File: config.mk
export PLATFORM = sky130hd
export DESIGN_NAME = dsp_interrupt_vector_map
export DESIGN_NICKNAME = d
export VERILOG_FILES = /design/src/logic/irq_map_pkg.sv /design/src/logic/dsp_interrupt_vector_map.sv
export SDC_FILE = /design/constraint.sdc
export NUM_CORES = 1
export LEC_CHECK = 0
export BUFFER_PORTS_ARGS = -buffer_cell sky130_fd_sc_hd__buf_4
export CAP_MARGIN = 20
export CELL_PAD_IN_SITES_DETAIL_PLACEMENT = 0
export CELL_PAD_IN_SITES_GLOBAL_PLACEMENT = 2
export CORE_UTILIZATION = 30
export CTS_CLUSTER_DIAMETER = 60
export DETAILED_ROUTE_END_ITERATION = 8
export PLACE_DENSITY_LB_ADDON = 0.15
export SLEW_MARGIN = 10
export SYNTH_ARGS = -nofsm -noshare
export SYNTH_HDL_FRONTEND = slang
export SYNTH_SLANG_ARGS = --single-unit
File: constraint.sdc
create_clock -name clk -period 2 [get_ports clk]
set_input_delay 0.1 -clock clk [delete_from_list [all_inputs] [get_ports clk]]
set_output_delay 0.1 -clock clk [all_outputs]
set_load 0.1 [all_outputs]
File: src/logic/irq_map_pkg.sv
// Constants for the DSP interrupt vector map block
package irq_map_pkg;
  localparam int          NUM_BITS        = 16;
  localparam int          ADDR_W          = 4;
  // Register word addresses (byte address = 4 * index)
  localparam logic [3:0]  FLAGS_IDX       = 4'h0;
  localparam logic [3:0]  MASKS_IDX       = 4'h1;
  localparam logic [3:0]  DMA_PRIO_IDX    = 4'h2;
  localparam logic [3:0]  VECTOR_IDX      = 4'h3;
  // Bit positions in flags and masks
  localparam int          BIT_EXT0        = 0;
  localparam int          BIT_TIMER       = 3;
  localparam int          BIT_SER0_RX     = 4;
  localparam int          BIT_SER0_TX     = 5;
  localparam int          BIT_DMA0        = 6;
  localparam int          BIT_DMA1        = 7;
  localparam int          BIT_MAILBOX     = 9;
  localparam int          BIT_SER1_RX     = 10;
  localparam int          BIT_SER1_TX     = 11;
  localparam int          BIT_DMA4        = 12;
  localparam int          BIT_DMA5        = 13;
  // Implemented bits; 15-14, 8 and 2-1 are reserved
  localparam logic [15:0] IMPL_MASK       = 16'h3EF9;
  localparam logic [15:0] FLAGS_RESET     = 16'h0000;
  localparam logic [15:0] MASKS_RESET     = 16'h0000;
  // Select field of the DMA priority control register
  localparam int          SEL_LSB         = 0;
  localparam logic [1:0]  SEL_RESET       = 2'h0;
  localparam logic [1:0]  SEL_SERIAL1     = 2'h0;
  localparam logic [1:0]  SEL_DMA23       = 2'h1;
  localparam logic [1:0]  SEL_DMA0123     = 2'h2;
  // Vector slots
  localparam logic [6:0]  VEC_RESET       = 7'h00;
  localparam logic [6:0]  VEC_SOFT16      = 7'h04;
  localparam logic [6:0]  VEC_SOFT30      = 7'h3C;
  localparam logic [6:0]  VEC_EXT0        = 7'h40;
  localparam logic [6:0]  VEC_TIMER       = 7'h4C;
  localparam logic [6:0]  VEC_SER0_RX     = 7'h50;
  localparam logic [6:0]  VEC_SER0_TX     = 7'h54;
  localparam logic [6:0]  VEC_DMA0        = 7'h58;
  localparam logic [6:0]  VEC_DMA1        = 7'h5C;
  localparam logic [6:0]  VEC_MAILBOX     = 7'h64;
  localparam logic [6:0]  VEC_SER1_RX     = 7'h68;
  localparam logic [6:0]  VEC_SER1_TX     = 7'h6C;
  localparam logic [6:0]  VEC_DMA4        = 7'h70;
  localparam logic [6:0]  VEC_DMA5        = 7'h74;
  localparam logic [6:0]  VEC_RSVD_LO     = 7'h78;
  // Priorities, 1 is highest
  localparam logic [4:0]  PRI_RESET       = 5'h01;
  localparam logic [4:0]  PRI_EXT0        = 5'h03;
  localparam logic [4:0]  PRI_TIMER       = 5'h06;
  localparam logic [4:0]  PRI_SER0_RX     = 5'h07;
  localparam logic [4:0]  PRI_SER0_TX     = 5'h08;
  localparam logic [4:0]  PRI_DMA0        = 5'h09;
  localparam logic [4:0]  PRI_DMA1        = 5'h0A;
  localparam logic [4:0]  PRI_MAILBOX     = 5'h0C;
  localparam logic [4:0]  PRI_SER1_RX     = 5'h0D;
  localparam logic [4:0]  PRI_SER1_TX     = 5'h0E;
  localparam logic [4:0]  PRI_DMA4        = 5'h0F;
  localparam logic [4:0]  PRI_DMA5        = 5'h10;
endpackage
File: src/logic/dsp_interrupt_vector_map.sv
// DSP interrupt flag, mask, source select and vector logic
// Function
// - Slots four words apart; reset at 00
// - External line 0: slot 40, priority 3
// - Timer at bit 3, slot 4C, priority 6
// - Serial 0 receive: slot 50, priority 7
// - Serial 0 transmit: slot 54, priority 8
// - DMA 0 / soft 6: slot 58, priority 9
// - DMA 1 / soft 7: slot 5C, priority 10
// - Slot 68: serial 1 rx or DMA 2
// - Slot 6C: serial 1 tx or DMA 3
// - DMA 4: slot 70, priority 15
// - DMA 5: slot 74, lowest priority 16
// - Shared layout; reserved bits; mailbox bit 9
// - External line 0 at bit 0
// - DMA 5 bit 13, DMA 4 bit 12
// - Serial 1 tx bit 11, rx bit 10
// - DMA 1 bit 7, DMA 0 bit 6
// - Serial 0 tx bit 5, rx bit 4
// - Select field picks sources for shared bits
//
// Local design decisions: the Avalon-MM register port and the placing of the registers.
`timescale 1ns/1ps
module dsp_interrupt_vector_map
  import irq_map_pkg::*;
(
  // Clock and reset
  input  wire logic                          clk,
  input  wire logic                          resetn,
  // Avalon-MM slave
  input  wire logic [irq_map_pkg::ADDR_W-1:0] avs_address,
  input  wire logic                          avs_read,
  input  wire logic                          avs_write,
  input  wire logic [31:0]                   avs_writedata,
  input  wire logic [3:0]                    avs_byteenable,
  output logic      [31:0]                   avs_readdata,
  output logic                               avs_waitrequest,
  output logic      [1:0]                    avs_response,
  // Interrupt sources, one-cycle pulses
  input  wire logic                          ext_line0_irq,
  input  wire logic                          timer_irq,
  input  wire logic                          serial0_rx_irq,
  input  wire logic                          serial0_tx_irq,
  input  wire logic                          serial1_rx_irq,
  input  wire logic                          serial1_tx_irq,
  input  wire logic                          host_mailbox_irq,
  input  wire logic                          dma_ch0_irq,
  input  wire logic                          dma_ch1_irq,
  input  wire logic                          dma_ch2_irq,
  input  wire logic                          dma_ch3_irq,
  input  wire logic                          dma_ch4_irq,
  input  wire logic                          dma_ch5_irq,
  // Core side
  output logic                               irq_request,
  output logic      [6:0]                    irq_vector,
  output logic      [4:0]                    irq_priority,
  input  wire logic                          irq_ack
);
  import irq_map_pkg::*;

  typedef enum logic {BUS_IDLE, BUS_DONE} bus_state_e;

  logic [15:0] flags_reg, flags_next;
  logic [15:0] masks_reg, masks_next;
  logic [1:0]  sel_reg, sel_next;
  logic [31:0] rdata_reg, rdata_next;
  logic [1:0]  resp_reg, resp_next;
  bus_state_e  bus_reg, bus_next;
  logic        req_reg, req_next;
  logic [6:0]  vec_reg, vec_next;
  logic [4:0]  pri_reg, pri_next;
  logic [3:0]  win_reg, win_next;
  logic [15:0] raw_req;
  logic [15:0] pending;
  logic        found;
  logic [3:0]  win_bit;
  logic        bus_take;
  logic        wr_flags, wr_masks, wr_sel;

  // Vector slot for a flag bit position
  function automatic logic [6:0] bit_vector(input logic [3:0] b);
    case (b)
      4'h0:    bit_vector = VEC_EXT0;
      4'h3:    bit_vector = VEC_TIMER;
      4'h4:    bit_vector = VEC_SER0_RX;
      4'h5:    bit_vector = VEC_SER0_TX;
      4'h6:    bit_vector = VEC_DMA0;
      4'h7:    bit_vector = VEC_DMA1;
      4'h9:    bit_vector = VEC_MAILBOX;
      4'hA:    bit_vector = VEC_SER1_RX;
      4'hB:    bit_vector = VEC_SER1_TX;
      4'hC:    bit_vector = VEC_DMA4;
      4'hD:    bit_vector = VEC_DMA5;
      default: bit_vector = VEC_RESET;
    endcase
  endfunction

  // Priority for a flag bit position
  function automatic logic [4:0] bit_priority(input logic [3:0] b);
    case (b)
      4'h0:    bit_priority = PRI_EXT0;
      4'h3:    bit_priority = PRI_TIMER;
      4'h4:    bit_priority = PRI_SER0_RX;
      4'h5:    bit_priority = PRI_SER0_TX;
      4'h6:    bit_priority = PRI_DMA0;
      4'h7:    bit_priority = PRI_DMA1;
      4'h9:    bit_priority = PRI_MAILBOX;
      4'hA:    bit_priority = PRI_SER1_RX;
      4'hB:    bit_priority = PRI_SER1_TX;
      4'hC:    bit_priority = PRI_DMA4;
      4'hD:    bit_priority = PRI_DMA5;
      default: bit_priority = PRI_RESET;
    endcase
  endfunction

  // Source routing into flag positions
  always_comb begin
    raw_req              = 16'h0000;
    raw_req[BIT_EXT0]    = ext_line0_irq;
    raw_req[BIT_TIMER]   = timer_irq;
    raw_req[BIT_SER0_RX] = serial0_rx_irq;
    raw_req[BIT_SER0_TX] = serial0_tx_irq;
    raw_req[BIT_MAILBOX] = host_mailbox_irq;
    raw_req[BIT_DMA4]    = dma_ch4_irq;
    raw_req[BIT_DMA5]    = dma_ch5_irq;
    case (sel_reg)
      SEL_SERIAL1: begin
        raw_req[BIT_SER1_RX] = serial1_rx_irq;
        raw_req[BIT_SER1_TX] = serial1_tx_irq;
      end
      SEL_DMA23: begin
        raw_req[BIT_SER1_RX] = dma_ch2_irq;
        raw_req[BIT_SER1_TX] = dma_ch3_irq;
      end
      SEL_DMA0123: begin
        raw_req[BIT_SER1_RX] = dma_ch2_irq;
        raw_req[BIT_SER1_TX] = dma_ch3_irq;
        raw_req[BIT_DMA0]    = dma_ch0_irq;
        raw_req[BIT_DMA1]    = dma_ch1_irq;
      end
      default: begin
        // Value 11b leaves all shared positions unconnected
        raw_req[BIT_SER1_RX] = 1'b0;
      end
    endcase
  end

  // Lowest bit position holds the highest priority
  assign pending = flags_reg & masks_reg & IMPL_MASK;
  always_comb begin
    found   = 1'b0;
    win_bit = 4'h0;
    for (int i = NUM_BITS - 1; i >= 0; i--) begin
      if (pending[i]) begin
        found   = 1'b1;
        win_bit = i[3:0];
      end
    end
  end

  // Bus decode; every access finishes in the cycle after it is seen
  assign bus_take = (bus_reg == BUS_IDLE) && (avs_read || avs_write);
  // Writes land only at the edge that ends the wait, when the master takes the answer
  assign wr_flags = (bus_reg == BUS_DONE) && avs_write && (avs_address == FLAGS_IDX);
  assign wr_masks = (bus_reg == BUS_DONE) && avs_write && (avs_address == MASKS_IDX);
  assign wr_sel   = (bus_reg == BUS_DONE) && avs_write && (avs_address == DMA_PRIO_IDX) && avs_byteenable[0];

  always_comb begin
    logic [15:0] wmask;
    logic [15:0] clr;
    wmask = {{8{avs_byteenable[1]}}, {8{avs_byteenable[0]}}};
    clr   = 16'h0000;
    // Software writes 1 to clear a flag
    if (wr_flags) begin
      clr = avs_writedata[15:0] & wmask;
    end
    // Acknowledge clears the flag that was presented
    if (irq_ack && req_reg) begin
      clr[win_reg] = 1'b1;
    end
    // Set wins over clear so a request in the clearing cycle is kept
    flags_next = ((flags_reg & ~clr) | raw_req) & IMPL_MASK;
    masks_next = masks_reg;
    if (wr_masks) begin
      masks_next = ((masks_reg & ~wmask) | (avs_writedata[15:0] & wmask)) & IMPL_MASK;
    end
    sel_next = wr_sel ? avs_writedata[SEL_LSB +: 2] : sel_reg;
  end

  always_comb begin
    bus_next   = BUS_IDLE;
    rdata_next = rdata_reg;
    resp_next  = 2'h0;
    if (bus_take) begin
      bus_next   = BUS_DONE;
      rdata_next = 32'h0000_0000;
      if (avs_address > VECTOR_IDX) begin
        resp_next = 2'h3;
      end
      if (avs_read) begin
        case (avs_address)
          FLAGS_IDX:    rdata_next = {16'h0000, flags_reg & IMPL_MASK};
          MASKS_IDX:    rdata_next = {16'h0000, masks_reg & IMPL_MASK};
          DMA_PRIO_IDX: rdata_next = {30'h0, sel_reg};
          VECTOR_IDX:   rdata_next = {19'h0, pri_reg, req_reg, vec_reg};
          default:      rdata_next = 32'h0000_0000;
        endcase
      end
    end
  end

  // Presented request is registered
  always_comb begin
    req_next = found;
    win_next = win_bit;
    vec_next = found ? bit_vector(win_bit) : VEC_RESET;
    pri_next = found ? bit_priority(win_bit) : PRI_RESET;
  end

  always_ff @(posedge clk or negedge resetn) begin
    if (!resetn) begin
      flags_reg <= FLAGS_RESET;
      masks_reg <= MASKS_RESET;
      sel_reg   <= SEL_RESET;
      rdata_reg <= 32'h0000_0000;
      resp_reg  <= 2'h0;
      bus_reg   <= BUS_IDLE;
      req_reg   <= 1'b0;
      win_reg   <= 4'h0;
      vec_reg   <= VEC_RESET;
      pri_reg   <= PRI_RESET;
    end else begin
      flags_reg <= flags_next;
      masks_reg <= masks_next;
      sel_reg   <= sel_next;
      rdata_reg <= rdata_next;
      resp_reg  <= resp_next;
      bus_reg   <= bus_next;
      req_reg   <= req_next;
      win_reg   <= win_next;
      vec_reg   <= vec_next;
      pri_reg   <= pri_next;
    end
  end

  // An ack in the same cycle a new winner forms may retire the old one only
  assign irq_request     = req_reg;
  assign irq_vector      = vec_reg;
  assign irq_priority    = pri_reg;
  assign avs_readdata    = rdata_reg;
  assign avs_response    = resp_reg;
  assign avs_waitrequest = (avs_read || avs_write) && (bus_reg == BUS_IDLE);

  chk_reserved_zero: assert property (@(posedge clk) disable iff (!resetn)
    ((flags_reg | masks_reg) & ~IMPL_MASK) == 16'h0000) else $error("reserved bit set");
  chk_timer_sets: assert property (@(posedge clk) disable iff (!resetn)
    timer_irq |=> flags_reg[3]) else $error("timer flag not set");
  chk_ext0_vector: assert property (@(posedge clk) disable iff (!resetn)
    (flags_reg[0] && masks_reg[0]) |=> (irq_request && irq_vector == 7'h40 && irq_priority == 5'h03))
    else $error("external line 0 vector wrong");
  chk_dma5_lowest: assert property (@(posedge clk) disable iff (!resetn)
    (irq_request && irq_vector == 7'h74) |-> (irq_priority == 5'h10 && $past(pending) == 16'h2000))
    else $error("dma 5 shown over another source");
  chk_no_rsvd_slot: assert property (@(posedge clk) disable iff (!resetn)
    irq_request |-> (irq_vector < VEC_RSVD_LO && irq_vector >= VEC_EXT0)) else $error("reserved slot used");
  chk_sel_reset_dma0: assert property (@(posedge clk) disable iff (!resetn)
    (sel_reg != SEL_DMA0123 && !flags_reg[6]) |=> !flags_reg[6]) else $error("dma 0 flag while deselected");
  chk_serial1_rx: assert property (@(posedge clk) disable iff (!resetn)
    (sel_reg == SEL_SERIAL1 && serial1_rx_irq) |=> flags_reg[10]) else $error("serial 1 rx lost");
  chk_ack_clears: assert property (@(posedge clk) disable iff (!resetn)
    (irq_ack && irq_request && win_reg == 4'h4 && !serial0_rx_irq) |=> !flags_reg[4])
    else $error("ack did not clear flag");
  chk_wait_one: assert property (@(posedge clk) disable iff (!resetn)
    (avs_read && avs_waitrequest) |=> !avs_waitrequest) else $error("bus answer late");

  chk_ext0_sets: assert property (@(posedge clk) disable iff (!resetn)
    ext_line0_irq |=> flags_reg[0])
    else $error("external line 0 flag not set");

  chk_ser0_rx_sets: assert property (@(posedge clk) disable iff (!resetn)
    serial0_rx_irq |=> flags_reg[4])
    else $error("serial 0 rx flag not set");

  chk_ser0_tx_sets: assert property (@(posedge clk) disable iff (!resetn)
    serial0_tx_irq |=> flags_reg[5])
    else $error("serial 0 tx flag not set");

  chk_mailbox_sets: assert property (@(posedge clk) disable iff (!resetn)
    host_mailbox_irq |=> flags_reg[9])
    else $error("mailbox flag not set");

  chk_dma4_sets: assert property (@(posedge clk) disable iff (!resetn)
    dma_ch4_irq |=> flags_reg[12])
    else $error("dma 4 flag not set");

  chk_dma5_sets: assert property (@(posedge clk) disable iff (!resetn)
    dma_ch5_irq |=> flags_reg[13])
    else $error("dma 5 flag not set");

  chk_serial1_tx: assert property (@(posedge clk) disable iff (!resetn)
    (sel_reg == SEL_SERIAL1 && serial1_tx_irq) |=> flags_reg[11])
    else $error("serial 1 tx lost");

  chk_dma2_routed: assert property (@(posedge clk) disable iff (!resetn)
    ((sel_reg == SEL_DMA23 || sel_reg == SEL_DMA0123) && dma_ch2_irq) |=> flags_reg[10])
    else $error("dma 2 lost");

  chk_dma3_routed: assert property (@(posedge clk) disable iff (!resetn)
    ((sel_reg == SEL_DMA23 || sel_reg == SEL_DMA0123) && dma_ch3_irq) |=> flags_reg[11])
    else $error("dma 3 lost");

  chk_dma0_routed: assert property (@(posedge clk) disable iff (!resetn)
    (sel_reg == SEL_DMA0123 && dma_ch0_irq) |=> flags_reg[6])
    else $error("dma 0 lost");

  chk_dma1_routed: assert property (@(posedge clk) disable iff (!resetn)
    (sel_reg == SEL_DMA0123 && dma_ch1_irq) |=> flags_reg[7])
    else $error("dma 1 lost");

  chk_dma1_deselect: assert property (@(posedge clk) disable iff (!resetn)
    (sel_reg != SEL_DMA0123 && !flags_reg[7]) |=> !flags_reg[7])
    else $error("dma 1 flag while deselected");

  chk_timer_prio: assert property (@(posedge clk) disable iff (!resetn)
    (irq_request && irq_vector == 7'h4C) |-> irq_priority == 5'h06)
    else $error("timer priority wrong");

  chk_ser0_rx_prio: assert property (@(posedge clk) disable iff (!resetn)
    (irq_request && irq_vector == 7'h50) |-> irq_priority == 5'h07)
    else $error("serial 0 rx priority wrong");

  chk_ser0_tx_prio: assert property (@(posedge clk) disable iff (!resetn)
    (irq_request && irq_vector == 7'h54) |-> irq_priority == 5'h08)
    else $error("serial 0 tx priority wrong");

  chk_dma0_prio: assert property (@(posedge clk) disable iff (!resetn)
    (irq_request && irq_vector == 7'h58) |-> irq_priority == 5'h09)
    else $error("dma 0 priority wrong");

  chk_dma1_prio: assert property (@(posedge clk) disable iff (!resetn)
    (irq_request && irq_vector == 7'h5C) |-> irq_priority == 5'h0A)
    else $error("dma 1 priority wrong");

  chk_slot68_prio: assert property (@(posedge clk) disable iff (!resetn)
    (irq_request && irq_vector == 7'h68) |-> irq_priority == 5'h0D)
    else $error("slot 68 priority wrong");

  chk_slot6c_prio: assert property (@(posedge clk) disable iff (!resetn)
    (irq_request && irq_vector == 7'h6C) |-> irq_priority == 5'h0E)
    else $error("slot 6C priority wrong");

  chk_dma4_prio: assert property (@(posedge clk) disable iff (!resetn)
    (irq_request && irq_vector == 7'h70) |-> irq_priority == 5'h0F)
    else $error("dma 4 priority wrong");

  chk_idle_vector: assert property (@(posedge clk) disable iff (!resetn)
    !irq_request |-> (irq_vector == VEC_RESET && irq_priority == PRI_RESET))
    else $error("idle vector not at slot 00");

  chk_slot_aligned: assert property (@(posedge clk) disable iff (!resetn)
    irq_request |-> irq_vector[1:0] == 2'b00)
    else $error("slot not four words apart");

  chk_request_follows: assert property (@(posedge clk) disable iff (!resetn)
    (|pending) |=> irq_request)
    else $error("pending request not presented");

  chk_request_drops: assert property (@(posedge clk) disable iff (!resetn)
    !(|pending) |=> !irq_request)
    else $error("request shown with nothing pending");

  chk_flags_rsvd_read: assert property (@(posedge clk) disable iff (!resetn)
    (avs_read && !avs_waitrequest && avs_address == FLAGS_IDX) |-> (avs_readdata[15:0] & ~IMPL_MASK) == 16'h0000)
    else $error("reserved flag bit read as one");

  // Unmapped words answer with an error code so software can tell a bad pointer
  chk_resp_error: assert property (@(posedge clk) disable iff (!resetn)
    (avs_read && !avs_waitrequest && avs_address > VECTOR_IDX) |-> avs_response == 2'h3)
    else $error("unmapped read not flagged");
endmodule

Word level (Yosys, flattened, before mapping)
Memory sizes are Yosys's and may differ from the RTL's.
Index checks and enable logic that the tools add are counted.
Cells by class
  divide/modulo/power cells: 0
  add/subtract/negate cells: 0
  multipliers: 0
  bitwise logic cells: 10
  order comparisons: 3
  reductions and logical operators: 12
  shifts and indexed selects: 0
  equality and inequality tests: 5
  multiplexer cells: 36
Operators by type and width (count)
  14-bit bitwise AND: 4
  14-bit one-hot mux with 4 select lines: 1
  4-bit 2-to-1 mux: 11
  14-bit 2-to-1 mux: 3
  14-bit bitwise OR: 3
  14-bit inverter: 2
  1-bit 2-to-1 mux: 13
  4-bit by 2-bit == test with 1-bit output (second input constant): 2
  1-bit logical AND: 8
  7-bit 2-to-1 mux: 1
  2-bit 2-to-1 mux: 3
  4-bit by 5-bit less-than comparator with 1-bit output (second input constant): 1
  5-bit 2-to-1 mux: 1
  1-bit demux with 4-bit select: 1
  4-bit by 1-bit == test with 1-bit output (second input constant): 1
  4-bit by 1-bit >= comparator with 1-bit output (second input constant): 1
  4-bit by 2-bit > comparator with 1-bit output (second input constant): 1
  4-bit logical NOT: 1
  1-bit one-hot mux with 2 select lines: 2
  2-bit by 1-bit == test with 1-bit output (second input constant): 1
  2-bit == test (second input constant): 1
  2-bit logical NOT: 1
  2-bit OR reduction: 1
  1-bit logical OR: 1
  1-bit inverter: 1
Word-level totals
  output and inout bits: 48
  latch bits: 0
  word-level logic and storage cells: 78
  memory bits (read-only): 160
  memories kept: 2
  RAM bits: 0
  flip-flop bits (word level): 76
Memories
  (no name shown): words 16, width 5, read ports 1, clocked after Yosys merged registers in 0, write ports 0, RTL line dsp_interrupt_vector_map.sv:82  | case (b)
  (no name shown): words 16, width 5, read ports 1, clocked after Yosys merged registers in 0, write ports 0, RTL line dsp_interrupt_vector_map.sv:100  | case (b)

Depth between registers and ports, before layout
Gate-level depths: netlist (run 1).
An unclocked memory read counts as a cell.
  depth after elaboration: 14
  depth in mapped cells: 8
  depth with buffers taken out: 8

Worst setup path after synthesis (run 1)
OpenSTA, ideal clock, no wires.
  kind: reg-to-reg
  from: reg (tool-made name)
  to: reg pri_reg[0], in the netlist irq_priority[0]
  required time: 1921 ps
  period minus slack after synthesis: 1837 ps
  cell stages (with the launch flop): 5
  setup slack: 163 ps
  arrival time: 1758 ps
  path through: dfrtp_1 a222oi_1 nand3_2 or3_4 o211a_1
RTL lines
  to (signal assigned): RTL line dsp_interrupt_vector_map.sv:242  | pri_reg <= pri_next;
  to (decl): RTL line dsp_interrupt_vector_map.sv:71  | logic [4:0] pri_reg, pri_next;

Worst setup path after layout (run 1)
  from: reg flags_reg[6]
  to: reg pri_reg[0], in the netlist irq_priority[0]
On the way
  cells in the longest elaborated chain, start to end: 8
  elaborated cells between the ends (all ways): 13
  classes of those cells: mux (11); bitwise (1); memory (1)
Ends and longest elaborated chain
  from (decl): RTL line dsp_interrupt_vector_map.sv:63  | logic [15:0] flags_reg, flags_next;
  from (signal assigned): RTL line dsp_interrupt_vector_map.sv:233  | flags_reg <= flags_next;
  14-bit bitwise AND: RTL line dsp_interrupt_vector_map.sv:149  | assign pending = flags_reg & masks_reg & IMPL_MASK;
  4-bit 2-to-1 mux (5 in a row): RTL line dsp_interrupt_vector_map.sv:154  | if (pending[i]) begin
  named net win_bit[0]: RTL line dsp_interrupt_vector_map.sv:76  | logic [3:0] win_bit;
  memory read 16 x 5 bit
  5-bit 2-to-1 mux: RTL line dsp_interrupt_vector_map.sv:217  | pri_next = found ? bit_priority(win_bit) : PRI_RESET;
  named net pri_next[0]: RTL line dsp_interrupt_vector_map.sv:71
The timed path passes the listed nets, and every way through them passes these cells.
A chain may end at the register's enable or synchronous reset.

==> results of run 1 <==
==> cell type report <==
cell class	instances	share of cell area, %
clock buffers	6	1.95
inverters	4	0.403
repair buffers	85	17.7
clock inverters	2	1.01
well taps	129	4.33
multi-input cells	207	37.6
flip-flops and latches	55	37.0
==> final timing paths <==
check                                            start                           to  slack [ns]  depth (start not counted)
setup / recovery                flags_reg[6]$_DFF_PN0_    irq_priority[0]$_DFF_PN1_        0.12                          8
hold / removal                             dma_ch0_irq       flags_reg[6]$_DFF_PN0_        0.01                          2
setup reg to reg                flags_reg[6]$_DFF_PN0_    irq_priority[0]$_DFF_PN1_        0.12                          8
hold reg to reg            avs_readdata[7]$_DFFE_PN0P_  avs_readdata[7]$_DFFE_PN0P_        0.52                          1
max in group asynchronous                       resetn       flags_reg[6]$_DFF_PN0_        1.10                          2
min in group asynchronous                       resetn      flags_reg[13]$_DFF_PN0_        0.38                          2
==> report_power, final <==
group / leakage (nW) / total, W / switching, W / internal [W]
Clock: 0.0514 / 0.000755 / 0.000381 / 0.000375
Sequential: 0.677 / 0.00159 / 0.000241 / 0.00135
Combinational: 1.01 / 0.00228 / 0.00163 / 0.000651
Total: 1.74 / 0.00463 / 0.00225 / 0.00238
==> worst register-to-register path, cell delays in order, from the launching register on <==
cell and delay, ns:
dfrtp_2 0.46, a22oi_1 0.21, a41oi_2 0.15, o21ai_1 0.13
a21o_1 0.20, ha_1 0.16, nand2_1 0.05, or3_4 0.34
o211a_1 0.14
==> cell usage in the layout (no fill, tap or decap), types with 3 or more instances in the layout <==
cell type	synthesis	layout
a31o_1	5	5
nor2b_1	3	3
and2_1	6	6
mux2_2	11	11
a22o_1	12	12
conb_1	1	20
nor2_1	10	10
clkbuf_8	0	5
nand3_1	9	9
dlygate4sd3_1	0	8
o21ai_0	11	10
a21o_1	4	4
buf_4	21	77
dfrtp_1	54	53
a22oi_1	6	6
nand2_1	35	35
a32o_1	6	6
ha_1	7	6
nand2b_1	5	5
mux2i_1	11	11
nor3_1	4	4
inv_1	4	4
o21ai_1	5	6
a21oi_1	6	6
mux2_1	3	3
==> metrics by stage <==
step	area [um^2]	setup TNS (ns)	std cells	hold WS (ns)	total power, W
CTS	3680	0	486	0.00305	0.00461
detailed placement	3490	0	470	0.213	0.00384
floorplan	2940	0	293	-0.196	0.00326
finish	3720	0	488	0.00951	0.00463
global placement	3490	0	470	0.205	0.00385
global route	3720	-0.00310	488	0.00167	0.00489
==> timing repair <==
action | in CTS | in global routing
hold buffers | 8 | 0
endpoints found under the setup margin | 0 | 6
gates resized for setup | 0 | 7
hold endpoints to repair | 61 | 0
buffers inserted | 0 | 1
==> routing by layer <==
metal / wire length, um / share of wire (%) / track usage [%] / vias to the layer above
li1: - / - / - / 1131
met5: 0 / 0 / 0 / -
met3: 329 / 4.3 / 2.92 / 9
met2: 3450 / 45 / 24.6 / 61
met1: 3840 / 50 / 24.0 / 1104
met4: 71 / 0.92 / 3.73 / 0
==> kinds of logic after synthesis <==
group | Yosys count | synth area share, %
AO/OA/AOI/OAI | 72 | 18.6
adder cells (fa/ha/maj) | 7 | 3.05
buffers and inverters | 31 | 6.84
flip-flops | 55 | 48.0
multiplexers | 25 | 9.32
other | 1 | 0.131
AND/OR/NAND/NOR | 83 | 14.1
==> results.toml, run 1 <==
[floorplanning]
die-height_um = 99.8
dieArea_um2 = 9970
rows = 35
initial_core_util_pct = 31.1
io_pins = 106
core_um2 = 9240
die_x_um = 99.8

[final_layout]
multi_input_area_um2 = 1400
fin_nets = 423
register_area_um2 = 1380
fillers = 936
utilization_pct = 40.3
area_growth_syn_to_layout_pct = 29.7
drive_gt1_share_pct = 29.8
antennaDiodeCount = 0

[synth]
synth.distinct_cells = 48
syn-cell-area_um2 = 2870
synth_top_cell_area_share_pct = 47.1
synth_top_cell_by_area = "dfrtp_1"
synth-seq-area-share_pct = 48.0
synth_common_cells = "54 x dfrtp_1, 35 x nand2_1, 21 x buf_4"
avgSynthCellArea_um2 = 10.5
synth_edf_count = 0
synth_warnings = 0
synthFlopType = "dfrtp_1"
synthCells = 274
async_flop_share_pct = 100
yosysMostFrequentCell = "dfrtp_1"
synthTopCellsByArea = "dfrtp_1 47%, buf_4 5.5%, nand2_1 4.6%"
ys_ff_latch = 55

[critical_path]
crit_path_max_incr_delay_ns = 0.46
critPathKind = "reg -> reg"
cp-end-kind = "flip-flop"
start_kind = "flip-flop"
cp_data_arrival_time_ns = 2.13
crit_fanout = 5
cp.required_ns = 2.25
crit_family = "compound AO/OA/AOI/OAI gates"
crit_slowest_cell = "dfrtp_2"
path_buf_inv = 0
worstPathCellList = "a22oi_1 > a41oi_2 > o21ai_1 > a21o_1 > ha_1 > nand2_1 > or3_4 > o211a_1"

[timing]
fin_crit_ns = 1.88
finalHoldViolCount = 0
skew_ns = 0.0162
period_share_pct = 94.1
fmax_ghz = 0.531
rsz0062_at_grt = "yes"
max-slew-margin-rel_pct = 51.1
slew_violations = 0
worst_pin_slew_ns = 0.733
setup_ws_ns = 0.118
setup-violations-final = 0

[clock_tree]
cts-buffers-inserted = 5
cts_sinks = 55
htree_levels = 2
path_clk_slew_ns = 0.10
worstSkewPairLatency_ns = 0.32
clockBufferDepth = 2
tritoncts = "done"
clockRootBuffer = "clkbuf_8"

[drt]
drt-wirelength-per-cell_um = 15.8
via_per_inst = 4.72
routed_wirelength_um = 7690
drc = 0
dr.pass1.iters = 4
dr_total_vias = 2305
drt_iter0_markers = 178
antenna_left = 0

[placed_design]
gp_congestion = 0.810
dp_hpwl_um = 5930
portBuffers = 63
pre_cts_ws_ns = 0.0355

[power]
peakVddDrop_v = 0.000452
leakage_nw = 1.74
p_per_area_nw_per_um2 = 1240

[global_route]
grt-ovfl-total = 0
first_global_vias = 2145
grt_max_degree = 56
antenna_found_initial = 0
grt_pass1_wl_um = 12200
track_usage_pct = 16.2

[job]
max_cap_violations = 0

[worst_hold_path]
holdCritPathClass = "in -> reg"

[status]
outcome = "completed"
Power figures use the tool's default switching activity.
==> inputs of run 2 (changes only) <==
CORE_UTILIZATION = 27   (was 30)
clock period = 1.7 ns   (was 2 ns; I/O delays follow)
==> run 2 against run 1 <==
Effect of this change: the run now ends with negative setup slack left; final cell count increased by 9.6%; combinational power increased by 36%; sequential cell count unchanged; routed wire length increased by 8.9%; register-to-register slack got worse by 0.24 ns; via count increased by 5.4%; largest cell class unchanged; first-iteration DRC count decreased by 44%; fmax increased by 3.2%; die area increased by 11%; sequential power increased by 18%; clock skew decreased by 0.0014 ns.
==> results.toml, run 2 (synthesis gave the netlist of run 1 again) <==
[timing]
worst_hold_slack_ns = 0.0140
setup_ws_ns = -0.124
max-slew-margin-rel_pct = 51.3
setup-violations-final = 8
period_share_pct = 107
finalHoldViolCount = 0
worst_pin_slew_ns = 0.730
slew_violations = 0
rsz0062_at_grt = "yes"
fin_crit_ns = 1.82
skew_ns = 0.0148
setup_tns_ns = -0.435
fmax_ghz = 0.548

[global_route]
first_global_vias = 2427
grt-ovfl-total = 0
antenna_found_initial = 0
grt_pass1_wl_um = 13200
grt_max_degree = 56
track_usage_pct = 15.6

[final_layout]
final_common_cell = "buf_4"
final_cell_mix = "112 x buf_4, 51 x dfrtp_1, 32 x nand2_1"
register_area_um2 = 1380
fillers = 1082
fin_nets = 463
utilization_pct = 39.8
area_growth_syn_to_layout_pct = 42.9
antennaDiodeCount = 0
drive_gt1_share_pct = 39.8
multi_input_area_um2 = 1470

[clock_tree]
tritoncts = "done"
path_clk_slew_ns = 0.12
worstSkewPairLatency_ns = 0.31
clockBufferDepth = 2
htree_levels = 2
cts_sinks = 55
cts-buffers-inserted = 5
clockRootBuffer = "clkbuf_8"

[critical_path]
cp_data_arrival_time_ns = 2.08
crit_fanout = 5
cp-end-kind = "flip-flop"
start_kind = "flip-flop"
cp.required_ns = 1.96
critPathKind = "reg -> reg"

[drt]
dr.pass1.iters = 4
antenna_left = 0
routed_wirelength_um = 8370
dr_total_vias = 2429
via_per_inst = 4.54
drt-wirelength-per-cell_um = 15.6
drt_iter0_markers = 100
drc = 0

[floorplanning]
die-height_um = 105
rows = 37
initial_core_util_pct = 27.8
dieArea_um2 = 11100
die_x_um = 105
core_um2 = 10300
io_pins = 106

[power]
leakage_nw = 1.93
peakVddDrop_v = 0.000691
power_w = 0.00577
p_per_area_nw_per_um2 = 1410

[worst_hold_path]
holdCritPathClass = "in -> reg"

[job]
max_cap_violations = 0

[placed_design]
portBuffers = 63
pre_cts_ws_ns = -0.192
dp_hpwl_um = 6380
gp_congestion = 0.834

[status]
outcome = "complete, but fails checks"
failed_checks = "negative setup slack"
-- run 2: critical path, stage by stage, from the launching register on --
cell and delay, ns:
dfrtp_2 0.47, a22oi_2 0.18, a41oi_2 0.14, o21ai_2 0.11
a21o_1 0.19, ha_2 0.17, nand2_1 0.04, or3_4 0.34
o211a_1 0.14
-- run 2: routing by layer --
metal | global-route usage [%] | wire length [um] | vias up
met5 | 0 | 0 | -
met1 | 21.8 | 4140 | 1157
met3 | 2.37 | 280 | 2
li1 | - | - | 1208
met2 | 25.6 | 3910 | 62
met4 | 2.72 | 36 | 0
-- run 2: path summary, 6_finish.rpt --
kind                                                   from  slack (ns)  cells after the start                           to
worst max-delay path                              flip-flop       -0.12                      8    irq_priority[0]$_DFF_PN1_
min in group asynchronous                            resetn        0.36                      2    avs_response[0]$_DFF_PN0_
worst min-delay path                      avs_writedata[13]        0.01                      2                    flip-flop
max in group asynchronous                            resetn        0.81                      2       flags_reg[6]$_DFF_PN0_
worst max register to register                    flip-flop       -0.12                      8    irq_priority[0]$_DFF_PN1_
worst min register to register  avs_readdata[2]$_DFFE_PN0P_        0.51                      1  avs_readdata[2]$_DFFE_PN0P_
-- run 2: metrics by stage --
stage | area (um^2) | instances
2_1_floorplan | 2950 | 293
4_1_cts | 4010 | 532
6_report | 4100 | 535
5_1_grt | 4100 | 535
3_3_place_gp | 3710 | 504
3_5_place_dp | 3710 | 504
-- run 2: report_power, final --
| group | total [W] | switching (W) | internal, W | leakage (nW) |
|---|---|---|---|---|
| registers | 0.00188 | 0.000287 | 0.00159 | 0.675 |
| clock network | 0.000785 | 0.000481 | 0.000304 | 0.0463 |
| logic | 0.00311 | 0.00205 | 0.00106 | 1.21 |
| total | 0.00577 | 0.00282 | 0.00295 | 1.93 |
-- run 2: layout make-up --
class	instances	share of cell area [%]
Clock buffer	5	1.68
Clock inverter	3	0.671
Inverter	4	0.366
Multi-Input combinational cell	207	35.8
Sequential cell	55	33.7
Tap cell	136	4.15
Timing Repair Buffer	125	23.7
-- run 2: repair_timing --
item / in CTS / in global routing
hold endpoints to repair: 64 / 1
endpoints found under the setup margin: 9 / 11
pin swaps: 7 / 9
cloned: 0 / 0
resized for setup: 8 / 16
buffers inserted: 9 / 2
hold buffers: 11 / 1
